<file path="config.mk">
export PLATFORM = sky130hd
export DESIGN_NAME = conv_sample_ctrl
export DESIGN_NICKNAME = d
export VERILOG_FILES = /design/src/conv_ctrl_pkg.sv /design/src/pair_sequencer.sv /design/src/conv_sample_ctrl.sv
export SDC_FILE = /design/constraint.sdc
export NUM_CORES = 1
export LEC_CHECK = 0
export ABC_AREA = 0
export BUFFER_PORTS_ARGS = -buffer_cell sky130_fd_sc_hd__buf_2
export CORE_MARGIN = 10
export CORE_UTILIZATION = 30
export DETAILED_ROUTE_END_ITERATION = 8
export MAX_ROUTING_LAYER = met4
export PLACE_DENSITY_LB_ADDON = 0.3
export SYNTH_ARGS = -nofsm -noshare
export SYNTH_HDL_FRONTEND = slang
export SYNTH_SLANG_ARGS = --single-unit
</file>
<file path="constraint.sdc">
create_clock -name pclk -period 3.45 [get_ports pclk]
set_clock_uncertainty 0.15 [all_clocks]
set_input_delay 0.1725 -clock pclk [delete_from_list [all_inputs] [get_ports pclk]]
set_output_delay 0.1725 -clock pclk [all_outputs]
set_load 0.02 [all_outputs]
</file>
<file path="src/conv_ctrl_pkg.sv">
/*
  Constants, types and register map for the conversion clock and
  sample control block. Assumes every consumer refers to items by
  their full package-scoped name.
*/
package conv_ctrl_pkg;

  localparam int NUM_PAIRS = 4;
  localparam int CNT_W     = 5;

  // Register byte offsets.
  localparam logic [7:0] CONFIG_OFS = 8'h00;
  localparam logic [7:0] STATUS_OFS = 8'h04;
  localparam logic [7:0] MASK_OFS   = 8'h08;
  localparam logic [7:0] STATE_OFS  = 8'h0C;

  // Configuration word fields.
  localparam int CLK_SEL_BIT   = 29;
  localparam int LATCH_OFF_BIT = 26;
  localparam int VREF_3V_BIT   = 13;
  localparam int SPAN_LSB      = 20;
  localparam logic [31:0] CONFIG_RST = 32'h0000_0000;

  // Status and mask layout: per-pair done, busy fall, refused start.
  localparam int DONE_LSB    = 0;
  localparam int BUSY_FALL   = 4;
  localparam int REFUSED_LSB = 8;
  localparam int EVT_W       = 12;
  localparam logic [EVT_W-1:0] EVT_RST = 12'h000;

  // Conversion lengths in conversion-clock ticks.
  localparam logic [CNT_W-1:0] CONV_TICKS  = 5'h13;
  localparam logic [CNT_W-1:0] SLEEP_TICKS = 5'h1A;
  localparam logic [CNT_W-1:0] PRECHG_TICKS = 5'h02;

  // Internal conversion clock period, and its length in pclk cycles.
  localparam int PCLK_PS     = 5000;
  localparam int INT_CLK_PS  = 85000;
  localparam int INT_DIV_DEF = (INT_CLK_PS + PCLK_PS - 1) / PCLK_PS;

  typedef enum logic [1:0] {
    PAIR_IDLE = 2'b00,
    PAIR_ARM  = 2'b01,
    PAIR_PRE  = 2'b11,
    PAIR_CONV = 2'b10
  } pair_state_t;

  typedef struct packed {
    logic active;
    logic precharge;
    logic done;
  } pair_stat_t;

endpackage

</file>
<file path="src/pair_sequencer.sv">
/*
  Per-pair conversion sequencer: holds the pair on a start pulse,
  waits for the next conversion tick, pre-charges and counts ticks.
  Assumes start and tick are single pclk pulses on the pclk domain.
*/
`timescale 1ns/1ps
`default_nettype none
module pair_sequencer (
  // Clock and reset
  input  wire logic                                  pclk,
  input  wire logic                                  presetn,
  // Control
  input  wire logic                                  start,
  input  wire logic                                  tick,
  input  wire logic [conv_ctrl_pkg::CNT_W-1:0]       ticks_total,
  // Status
  output conv_ctrl_pkg::pair_stat_t                  stat,
  output logic [conv_ctrl_pkg::CNT_W-1:0]            count
);
  conv_ctrl_pkg::pair_state_t     state_q, state_d;
  logic [conv_ctrl_pkg::CNT_W-1:0] cnt_q, cnt_d;
  logic                            done_q, done_d;

  wire last = (cnt_q == ticks_total);

  always_comb begin
    state_d = state_q;
    cnt_d   = cnt_q;
    done_d  = 1'b0;
    case (state_q)
      conv_ctrl_pkg::PAIR_IDLE: begin
        if (start) begin
          state_d = conv_ctrl_pkg::PAIR_ARM;
        end
      end
      conv_ctrl_pkg::PAIR_ARM: begin
        if (tick) begin
          state_d = conv_ctrl_pkg::PAIR_PRE;
          cnt_d   = 5'h01;
        end
      end
      conv_ctrl_pkg::PAIR_PRE: begin
        if (tick) begin
          cnt_d = cnt_q + 5'h01;
          if (cnt_q == conv_ctrl_pkg::PRECHG_TICKS) begin
            state_d = conv_ctrl_pkg::PAIR_CONV;
          end
        end
      end
      default: begin
        if (tick) begin
          if (last) begin
            state_d = conv_ctrl_pkg::PAIR_IDLE;
            cnt_d   = 5'h00;
            done_d  = 1'b1;
          end else begin
            cnt_d = cnt_q + 5'h01;
          end
        end
      end
    endcase
  end

  always_ff @(posedge pclk or negedge presetn) begin
    if (!presetn) begin
      state_q <= conv_ctrl_pkg::PAIR_IDLE;
      cnt_q   <= 5'h00;
      done_q  <= 1'b0;
    end else begin
      state_q <= state_d;
      cnt_q   <= cnt_d;
      done_q  <= done_d;
    end
  end

  assign stat = '{active:    (state_q != conv_ctrl_pkg::PAIR_IDLE),
                  precharge: (state_q == conv_ctrl_pkg::PAIR_PRE),
                  done:      done_q};
  assign count          = cnt_q;
endmodule
`default_nettype wire

</file>
<file path="src/conv_sample_ctrl.sv">
/*
  Conversion clock and sample control with an APB register slave.
  Picks the conversion clock, sequences four channel pairs, drives
  busy, span and reference selects, and raises a level interrupt.
  Assumes all pins are asynchronous to pclk and the external
  conversion clock is far slower than pclk.
*/
// Chosen here: the address map and the APB interface to the registers.
`timescale 1ns/1ps
`default_nettype none
module conv_sample_ctrl #(
  parameter int INT_DIV = conv_ctrl_pkg::INT_DIV_DEF
) (
  // Clock and reset
  input  wire logic                                pclk,
  input  wire logic                                presetn,
  // APB slave
  input  wire logic                                psel,
  input  wire logic                                penable,
  input  wire logic                                pwrite,
  input  wire logic [7:0]                          paddr,
  input  wire logic [31:0]                         pwdata,
  output logic [31:0]                              prdata,
  output logic                                     pready,
  output logic                                     pslverr,
  // Device pins
  input  wire logic [conv_ctrl_pkg::NUM_PAIRS-1:0] pair_sample_start,
  input  wire logic                                external_conv_clock,
  input  wire logic                                auto_sleep_pin,
  input  wire logic                                range_pin,
  input  wire logic                                sw_mode_pin,
  // Conversion status
  output logic                                     busy,
  output logic [conv_ctrl_pkg::NUM_PAIRS-1:0]      pair_hold,
  output logic [conv_ctrl_pkg::NUM_PAIRS-1:0]      pair_precharge,
  output logic                                     internal_conv_clock,
  // Analog selects
  output logic [conv_ctrl_pkg::NUM_PAIRS-1:0]      span_2x_sel,
  output logic                                     vref_3v_sel,
  // Interrupt
  output logic                                     irq
);
  localparam int NP = conv_ctrl_pkg::NUM_PAIRS;
  localparam int EW = conv_ctrl_pkg::EVT_W;
  localparam int DW = $clog2(INT_DIV + 1);
  localparam logic [DW-1:0] DIV_LAST = DW'(INT_DIV - 1);
  localparam logic [DW-1:0] DIV_HALF = DW'(INT_DIV / 2);
  localparam logic [EW-1:0] EVT_ZERO = conv_ctrl_pkg::EVT_RST;

  // Status and mask are narrower than the bus; both read back through
  // this so that the unused upper bits always return zero.
  function automatic logic [31:0] widen_evt(input logic [EW-1:0] v);
    widen_evt = {{(32 - EW){1'b0}}, v};
  endfunction

  // Pin synchronisers; stage one feeds only stage two.
  logic [NP-1:0] start_s1_q, start_s2_q, start_s3_q;
  logic          external_conv_clock_s1_q, external_conv_clock_s2_q, external_conv_clock_s3_q;
  logic          sleep_s1_q, sleep_s2_q;
  logic          range_s1_q, range_s2_q;
  logic          swm_s1_q, swm_s2_q;

  // Conversion clock generation.
  logic [DW-1:0] div_q, div_d;
  logic          int_tick;
  logic          ext_tick;
  logic          use_ext;
  logic          conv_tick;

  // Pair sequencing.
  conv_ctrl_pkg::pair_stat_t stat [NP];
  logic [NP-1:0] start_edge;
  logic [NP-1:0] pair_active;
  logic [NP-1:0] pair_done;
  logic [NP-1:0] start_ok;
  logic [NP-1:0] start_bad;
  logic [conv_ctrl_pkg::CNT_W-1:0] ticks_total;
  logic          busy_q, busy_d;
  logic          busy_fall;

  // Span and reference.
  logic          range_lat_q, range_lat_d;
  logic [NP-1:0] span_q, span_d;
  logic          vref_q;

  // Registers.
  logic [31:0]   config_q, config_d;
  logic [EW-1:0] status_q, status_d;
  logic [EW-1:0] mask_q, mask_d;
  logic [EW-1:0] events;
  logic [31:0]   rdata_q, rdata_d;
  logic          err_q, err_d;
  logic          irq_q;
  logic [31:0]   state_word;

  // APB decode.
  wire setup   = psel & ~penable;
  wire access  = psel & penable;
  wire wr      = access & pwrite;
  wire rd      = access & ~pwrite;
  wire hit_cfg = (paddr == conv_ctrl_pkg::CONFIG_OFS);
  wire hit_sts = (paddr == conv_ctrl_pkg::STATUS_OFS);
  wire hit_msk = (paddr == conv_ctrl_pkg::MASK_OFS);
  wire hit_st  = (paddr == conv_ctrl_pkg::STATE_OFS);
  wire mapped  = hit_cfg | hit_sts | hit_msk | hit_st;

  wire sw_mode = swm_s2_q;

  always_ff @(posedge pclk or negedge presetn) begin
    if (!presetn) begin
      start_s1_q <= '0;
      start_s2_q <= '0;
      start_s3_q <= '0;
    end else begin
      start_s1_q <= pair_sample_start;
      start_s2_q <= start_s1_q;
      start_s3_q <= start_s2_q;
    end
  end

  // The external clock gets a third stage so that its rising edge is
  // found without ever reading the first, possibly metastable, stage.
  always_ff @(posedge pclk or negedge presetn) begin
    if (!presetn) begin
      external_conv_clock_s1_q <= 1'b0;
      external_conv_clock_s2_q <= 1'b0;
      external_conv_clock_s3_q <= 1'b0;
    end else begin
      external_conv_clock_s1_q <= external_conv_clock;
      external_conv_clock_s2_q <= external_conv_clock_s1_q;
      external_conv_clock_s3_q <= external_conv_clock_s2_q;
    end
  end

  // Level pins need only the two stages.
  always_ff @(posedge pclk or negedge presetn) begin
    if (!presetn) begin
      sleep_s1_q <= 1'b0;
      sleep_s2_q <= 1'b0;
    end else begin
      sleep_s1_q <= auto_sleep_pin;
      sleep_s2_q <= sleep_s1_q;
    end
  end

  always_ff @(posedge pclk or negedge presetn) begin
    if (!presetn) begin
      range_s1_q <= 1'b0;
      range_s2_q <= 1'b0;
    end else begin
      range_s1_q <= range_pin;
      range_s2_q <= range_s1_q;
    end
  end

  // A change of mode takes effect two cycles late, so the host should
  // switch modes only while no conversion runs.
  always_ff @(posedge pclk or negedge presetn) begin
    if (!presetn) begin
      swm_s1_q <= 1'b0;
      swm_s2_q <= 1'b0;
    end else begin
      swm_s1_q <= sw_mode_pin;
      swm_s2_q <= swm_s1_q;
    end
  end

  // Internal clock is free running so a start may land anywhere in
  // its period, which is where the one-tick spread comes from.
  assign div_d    = (div_q == DIV_LAST) ? '0 : div_q + DW'(1);
  assign int_tick = (div_q == DIV_LAST);

  always_ff @(posedge pclk or negedge presetn) begin
    if (!presetn) begin
      div_q <= '0;
    end else begin
      div_q <= div_d;
    end
  end

  // Only rising edges count, so a clock parked low is harmless.
  assign ext_tick  = external_conv_clock_s2_q & ~external_conv_clock_s3_q;
  assign use_ext   = sw_mode & config_q[conv_ctrl_pkg::CLK_SEL_BIT];
  assign conv_tick = use_ext ? ext_tick : int_tick;

  assign ticks_total = sleep_s2_q ? conv_ctrl_pkg::SLEEP_TICKS
                                  : conv_ctrl_pkg::CONV_TICKS;

  // A start on a pair that is still converting is refused.
  assign start_edge = start_s2_q & ~start_s3_q;
  assign start_ok   = start_edge & ~pair_active;
  assign start_bad  = start_edge & pair_active;

  genvar g;
  generate
    for (g = 0; g < NP; g++) begin : g_pair
      pair_sequencer u_seq (
        .pclk        (pclk),
        .presetn     (presetn),
        .start       (start_ok[g]),
        .tick        (conv_tick),
        .ticks_total (ticks_total),
        .stat        (stat[g]),
        .count       ()
      );
      assign pair_active[g]    = stat[g].active;
      assign pair_done[g]      = stat[g].done;
      assign pair_precharge[g] = stat[g].precharge;
    end
  endgenerate

  // Busy covers the start pulse cycle and every active pair.
  assign busy_d    = (|start_edge) | (|pair_active);
  assign busy_fall = busy_q & ~busy_d;

  always_ff @(posedge pclk or negedge presetn) begin
    if (!presetn) begin
      busy_q <= 1'b0;
    end else begin
      busy_q <= busy_d;
    end
  end

  // The span pin is sampled only as busy drops, so it cannot change
  // the range under a running conversion.
  assign range_lat_d =
    (busy_fall & ~sw_mode & ~config_q[conv_ctrl_pkg::LATCH_OFF_BIT])
    ? range_s2_q : range_lat_q;

  assign span_d = sw_mode
    ? config_q[conv_ctrl_pkg::SPAN_LSB +: NP]
    : {NP{range_lat_q}};

  always_ff @(posedge pclk or negedge presetn) begin
    if (!presetn) begin
      range_lat_q <= 1'b0;
      span_q      <= '0;
    end else begin
      range_lat_q <= range_lat_d;
      span_q      <= span_d;
    end
  end

  always_ff @(posedge pclk or negedge presetn) begin
    if (!presetn) begin
      vref_q <= 1'b0;
    end else begin
      vref_q <= config_q[conv_ctrl_pkg::VREF_3V_BIT];
    end
  end

  // Register writes land on the access edge only; an unmapped address
  // writes nothing.
  assign config_d = (wr & hit_cfg) ? pwdata : config_q;
  assign mask_d   = (wr & hit_msk) ? pwdata[EW-1:0] : mask_q;

  // Events set status bits; a set in the clearing read cycle wins.
  wire clr_sts = rd & hit_sts;
  assign events = {start_bad, 3'h0, busy_fall, pair_done};
  assign status_d = (clr_sts ? EVT_ZERO : status_q) | events;

  // Live state word; bit 0 is spare and reads as zero.
  assign state_word = {18'h00000, use_ext, sleep_s2_q, sw_mode, range_lat_q,
                       span_q, pair_active, busy_q, 1'b0};

  always_ff @(posedge pclk or negedge presetn) begin
    if (!presetn) begin
      config_q <= conv_ctrl_pkg::CONFIG_RST;
    end else begin
      config_q <= config_d;
    end
  end

  always_ff @(posedge pclk or negedge presetn) begin
    if (!presetn) begin
      mask_q <= conv_ctrl_pkg::EVT_RST;
    end else begin
      mask_q <= mask_d;
    end
  end

  always_ff @(posedge pclk or negedge presetn) begin
    if (!presetn) begin
      status_q <= conv_ctrl_pkg::EVT_RST;
    end else begin
      status_q <= status_d;
    end
  end

  // Read data is captured in the setup cycle so that it leaves a
  // flip-flop; the read-clear still lands on the access edge. Status is
  // taken from its next value, so an event that lands on the setup edge
  // is reported by this read instead of being lost to its clear.
  always_comb begin
    rdata_d = rdata_q;
    err_d   = err_q;
    if (setup) begin
      err_d = ~mapped;
      if (hit_cfg) begin
        rdata_d = config_q;
      end else if (hit_sts) begin
        rdata_d = widen_evt(status_d);
      end else if (hit_msk) begin
        rdata_d = widen_evt(mask_q);
      end else if (hit_st) begin
        rdata_d = state_word;
      end else begin
        rdata_d = 32'h0000_0000;
      end
    end
  end

  always_ff @(posedge pclk or negedge presetn) begin
    if (!presetn) begin
      rdata_q <= 32'h0000_0000;
      err_q   <= 1'b0;
    end else begin
      rdata_q <= rdata_d;
      err_q   <= err_d;
    end
  end

  // The interrupt follows the next status, so it drops on the same edge
  // as the clearing read and never lingers for a cycle.
  wire irq_d = |(status_d & mask_q);

  always_ff @(posedge pclk or negedge presetn) begin
    if (!presetn) begin
      irq_q <= 1'b0;
    end else begin
      irq_q <= irq_d;
    end
  end

  // Zero wait states: every access phase completes in its first cycle.

  assign prdata              = rdata_q;
  assign pready              = access;
  assign pslverr             = access & err_q;
  assign busy                = busy_q;
  assign pair_hold           = pair_active;
  assign internal_conv_clock = (div_q < DIV_HALF);
  assign span_2x_sel         = span_q;
  assign vref_3v_sel         = vref_q;
  assign irq                 = irq_q;
endmodule
`default_nettype wire

</file>
==> impl_metrics.py, run 1 <==
metrics = {
    "status": {
        "outcome": "finished, final reports clean",
    },
    "yosys": {
        "synth_area_leaders": "dfrtp_1, mux2_2, nand2_1",
        "netlist_instances": 561,
        "avgSynthCellArea_um2": 11.9,
        "yosysMostFrequentCell": "dfrtp_1",
        "synth_cell_type_count": 63,
        "yosys-top-cells-count": "dfrtp_1, nand2_1, mux2_2",
        "yosysTopAreaCell": "dfrtp_1",
        "synth_top_area_share": 0.579,
        "ys_seq_elements": 155,
        "async_reset_ff_frac": 1.00,
        "ys_warn_count": 0,
        "synth_edf_count": 0,
        "seq_area_frac_synth": 0.579,
        "syn-num-nets": 624,
        "syn_area_um2": 6690,
        "synth_ff_type": "dfrtp_1",
    },
    "clock_tree": {
        "cts.sinks": 155,
        "clk_pin_slew_ps": 60,
        "ctsHtreeMaxLevel": 4,
        "root_buffer": "clkbuf_16",
        "cts_buffers": 17,
        "clkLatencyLatePin_ps": 420,
        "cts_buffer_depth": 2,
        "cts_tree": "yes",
    },
    "place": {
        "dp_hpwl_mm": 12.4,
        "gp_congestion": 0.808,
        "dpl_cell_area_um2": 7540,
        "portBuffers": 102,
    },
    "setup_path": {
        "crit_buf_inv": 1,
        "cp.arrival_ps": 2710,
        "critPathTopFamily": "simple AND/OR/NAND/NOR gates",
        "cp_slowest_stage_delay_ps": 560,
        "cp_max_fo": 7,
        "cp-end-kind": "register",
        "worstPathRequired_ps": 3600,
        "crit_chain": "nor2_1 -> inv_1 -> nor4_1 -> nand2_1 -> nor4b_1 -> mux2_2",
        "startpoint_type": "register",
        "worst-setup-path-type": "register to register",
        "slowest_stage": "nor4_1",
    },
    "cells_and_area": {
        "n_fill_cell": 2173,
        "drive_gt1_frac": 0.291,
        "nets": 774,
        "fin_area_um2": 8520,
        "diodes": 0,
        "area_growth_pct": 27.2,
    },
    "sta": {
        "setup-violations-final": 0,
        "slew_headroom": 0.506,
        "fin_tns_setup_ps": 0,
        "finalCritPeriodShare": 0.741,
        "tightest_slew_ps": 741,
        "rsz0062_at_grt": "no",
        "period_needed_ps": 2560,
        "timing.fmax_mhz": 391,
        "drv_slew": 0,
        "final_hold_viol_count": 0,
        "whs_ps": 32.6,
    },
    "global_routing": {
        "grt_pass1_vias": 5123,
        "grt_max_degree": 80,
        "grt_overflow": 0,
        "grt_pass1_wl_mm": 28.8,
        "grt_use_total": 0.129,
        "antenna_found_initial": 0,
    },
    "detailed_routing": {
        "antenna_left": 0,
        "wl_mm": 17.7,
        "drt_first_iter_violations": 329,
        "wl_per_cell_um": 17.6,
        "viasPerCell": 4.85,
        "firstDrtPassIters": 5,
        "vias": 4871,
        "drc": 0,
    },
    "floorplanning": {
        "die_x_um": 169,
        "dieHeight_um": 169,
        "rows": 54,
        "fp.coreArea_um2": 21900,
        "start_util": 0.306,
        "io_pins": 103,
        "die_area_um2": 28700,
    },
    "flow_run": {
        "cap_violations": 0,
    },
    "power_and_ir_drop": {
        "power_density_nw_per_um2": 456,
        "ir_drop_v": 0.000284,
        "p_leak_nw": 4.09,
    },
    "min_path": {
        "hp-class": "input pin to register",
    },
}
tightest hold or removal path, cell delays in order:
cell and delay (ps):
buf_2 100, or4b_4 150, o31ai_1 80, nand2_1 60
routing by layer:
metal,wire length (um),track usage
met5,0,-
met4,238,0.0360
met3,576,0.0264
met2,8330,0.190
met1,8560,0.177
cells in the final DEF, fill, tap and decap left out, types with 5 or more instances in the layout:
cell type | netlist | final
buf_2 | 2 | 101
a22o_1 | 27 | 27
a21oi_1 | 19 | 19
o21ai_0 | 25 | 25
nor2_1 | 21 | 21
inv_1 | 14 | 14
ha_1 | 10 | 10
nor2b_1 | 8 | 8
nand3_1 | 14 | 14
buf_4 | 2 | 12
mux2i_1 | 5 | 5
nand2b_1 | 8 | 7
dlygate4sd3_1 | 0 | 41
nand2_1 | 71 | 71
nor3_1 | 13 | 13
a21o_1 | 8 | 8
clkbuf_16 | 0 | 17
and2_1 | 9 | 9
mux2_2 | 49 | 49
o31ai_1 | 12 | 12
dfrtp_1 | 155 | 155
timing repair:
action	CTS	global route
gates resized for setup	0	0
hold endpoints to repair	129	0
setup endpoints to repair	0	0
buffers inserted	0	0
hold buffers	41	0
area by class of cell:
type / count / area, um2 / share of cell area
Tap cell: 280 / 350 / 0.0411
Sequential cell: 155 / 3880 / 0.455
Clock buffer: 21 / 480 / 0.0564
Clock inverter: 11 / 87.6 / 0.0103
Multi-Input combinational cell: 367 / 2630 / 0.309
Timing Repair Buffer: 156 / 1040 / 0.122
Inverter: 14 / 52.6 / 0.00617
path summary, 6_finish.rpt:
| check | start | endpoint | slack [ps] | cells past startpoint |
|---|---|---|---|---|
| worst max-delay path | g_pair[0].u_seq.state_q[1] | range_lat_q | 890 | 6 |
| worst min-delay path | paddr[6] | status_q[10] | 30 | 4 |
| worst max register to register | g_pair[0].u_seq.state_q[1] | range_lat_q | 890 | 6 |
| worst min register to register | start_s1_q[1] | start_s2_q[1] | 200 | 0 |
| max in group asynchronous | presetn | status_q[11] | 2110 | 3 |
| min in group asynchronous | presetn | prdata[14] | 210 | 2 |
metrics by stage:
step / power, W / setup slack [ps] / instances / utilization
after CTS: 0.00394 / 858 / 1004 / 0.389
after global placement: 0.00211 / 634 / 931 / 0.344
final: 0.00388 / 892 / 1004 / 0.389
after global routing: 0.00405 / 704 / 1004 / 0.389
after detailed placement: 0.00212 / 580 / 931 / 0.344
after floorplan: 0.00200 / 1010 / 561 / -
registers in the layout, summed over array words and instances, names as in the netlist, 5 cells and up:
register / count
g_pair.u_seq.state_q: 8
g_pair.u_seq.count: 20
prdata: 32
div_q: 5
mask_q: 12
status_q: 12
config_q: 32
where the power goes:
| part | total [W] | switching (W) | internal, W |
|---|---|---|---|
| combinational | 0.000234 | 0.000128 | 0.000106 |
| sequential | 0.00188 | 0.0000302 | 0.00185 |
| clock | 0.00177 | 0.000762 | 0.00100 |
kinds of logic (layout without fill, tap and decap cells):
group           after synthesis  in the layout  share of synthesized area
compound gates              122            122                      0.130
xor+xnor                      3              3                    0.00393
fa+ha+maj                    10             10                     0.0187
buf+inv                      39            202                     0.0280
flops                       155            155                      0.579
mux                          59             59                      0.103
simple gates                173            173                      0.136
(Power assumes the default switching activity.)
==> run 2: changes to the inputs <==
Clock period 3.45 ns to 2.1 ns, I/O delays scaled along.
==> impl_metrics.py, run 2 (synthesis results as in run 1) <==
metrics = {
    "cells_and_area": {
        "drive_gt1_frac": 0.363,
        "post-route-util": 0.418,
        "fin_area_um2": 9150,
        "diodes": 0,
        "area_growth_pct": 36.7,
        "layout_commonest_cell": "dfrtp_1",
        "final_cell_mix": "dfrtp_1, buf_2, nand2_1, buf_4, dlygate4sd3_1",
        "final_cell_count_no_fill": 1065,
        "nets": 835,
    },
    "power_and_ir_drop": {
        "p_seq_frac": 0.478,
        "p_leak_nw": 4.44,
        "pwr-share-comb": 0.068,
        "power.share.clock": 0.454,
        "switching_share": 0.248,
        "power_density_nw_per_um2": 704,
        "p_sw_w": 0.00160,
        "total_power_w": 0.00644,
        "ir_drop_v": 0.000491,
        "internal-power_w": 0.00485,
    },
    "sta": {
        "drv_slew": 0,
        "slew_headroom": 0.620,
        "fin_ws_ps": 63.7,
        "final_hold_viol_count": 0,
        "tightest_slew_ps": 570,
        "rsz0062_at_grt": "yes",
        "setup-violations-final": 0,
        "finalCritPeriodShare": 0.970,
        "timing.fmax_mhz": 491,
        "period_needed_ps": 2040,
    },
    "global_routing": {
        "grt_use_total": 0.132,
        "grt_overflow": 0,
        "grt_max_degree": 60,
        "grt_pass1_wl_mm": 29.4,
        "antenna_found_initial": 0,
        "grt_pass1_vias": 5412,
    },
    "detailed_routing": {
        "drc": 0,
        "wl_mm": 18.5,
        "wl_per_cell_um": 17.3,
        "antenna_left": 0,
        "vias": 5123,
        "drt_first_iter_violations": 320,
        "firstDrtPassIters": 4,
        "viasPerCell": 4.81,
    },
    "setup_path": {
        "worst-setup-path-type": "register to register",
        "cp_max_fo": 6,
        "critPathTopFamily": "compound AO/OA/AOI/OAI gates",
        "slowest_stage": "dfrtp_2",
        "crit_buf_inv": 0,
        "worst-path-stages": 5,
        "startpoint_type": "register",
        "cp.arrival_ps": 2200,
        "cpMostUsedCell": "a211o_1",
        "worstPathRequired_ps": 2260,
        "crit_chain": "or3b_4 -> a211o_1 -> o211ai_1 -> nor2_1 -> a211o_1",
        "reg2regPathDepth": 5,
        "cp_slowest_stage_delay_ps": 480,
        "cp-end-kind": "register",
    },
    "clock_tree": {
        "root_buffer": "clkbuf_16",
        "clkLatencyLatePin_ps": 420,
        "cts_buffer_depth": 2,
        "clk_pin_slew_ps": 70,
        "cts_buffers": 17,
        "cts_tree": "yes",
        "cts.sinks": 155,
        "ctsHtreeMaxLevel": 4,
    },
    "place": {
        "dpl.cell_count": 987,
        "portBuffers": 102,
        "dpl_cell_area_um2": 8070,
        "dp_hpwl_mm": 13.2,
        "pre_cts_slack_ps": -502,
        "gp_congestion": 0.813,
    },
    "floorplanning": {
        "dieHeight_um": 169,
        "start_util": 0.306,
        "die_x_um": 169,
        "fp.coreArea_um2": 21900,
        "io_pins": 103,
        "die_area_um2": 28700,
        "rows": 54,
    },
    "min_path": {
        "hp-class": "input pin to register",
        "min_path_cells": 3,
    },
    "status": {
        "outcome": "finished, final reports clean",
    },
    "flow_run": {
        "cap_violations": 0,
    },
}
## run 2: worst register-to-register path, stage by stage, from the launching register on
cell and delay, ps:
dfrtp_2 480, or3b_4 390, a211o_1 310, o211ai_1 270, nor2_1 70, a211o_1 260
## run 2: final cells by class
cell class                      count  area [um2]
Fill cell                        2109       12700
Sequential cell                   155        3880
Multi-Input combinational cell    367        2750
Timing Repair Buffer              217        1550
Clock buffer                       19         453
Tap cell                          280         350
Clock inverter                     13         110
Inverter                           14        52.6
## run 2: final timing paths
check | from | end | slack [ps]
worst min-delay path | psel | prdata[12] | 60
worst max register to register | sleep_s2_q | g_pair[3].u_seq.count[3] | 60
max in group asynchronous | presetn | mask_q[4] | 1030
min in group asynchronous | presetn | prdata[16] | 70
worst max-delay path | sleep_s2_q | g_pair[3].u_seq.count[3] | 60
worst min register to register | start_s1_q[1] | start_s2_q[1] | 200
## run 2: stage by stage
stage / TNS [ps] / hold WS (ps)
after global placement: -24940 / -24.4
final: 0 / 64.5
after CTS: -49.0 / 55.4
after global routing: -9.87 / 71.7
after floorplan: -11370 / -341
after detailed placement: -28590 / -28.8
## run 2: per-layer routing
metal | part of all wire | routed length (um) | GRT usage | up-vias
li1 | - | - | - | 2457
met1 | 0.48 | 8830 | 0.178 | 2557
met2 | 0.47 | 8750 | 0.199 | 99
met3 | 0.038 | 709 | 0.0296 | 10
met4 | 0.010 | 185 | 0.0319 | 0
met5 | 0 | 0 | - | -
## run 2: what timing repair did
item,in CTS,in global routing
pin swaps,1,6
hold buffers,41,0
hold endpoints to repair,191,0
resized for setup,2,18
buffers inserted,1,4
setup endpoints to repair,35,52
## run 2: power groups by stage
| stage | combinational, W | clock (W) | sequential (W) |
|---|---|---|---|
| finish | 0.000440 | 0.00292 | 0.00308 |
| global route | 0.000492 | 0.00312 | 0.00309 |
| CTS | 0.000443 | 0.00301 | 0.00308 |
| detailed placement | 0.000379 | 0 | 0.00313 |
| global placement | 0.000377 | 0 | 0.00313 |
| floorplan | 0.000158 | 0 | 0.00313 |
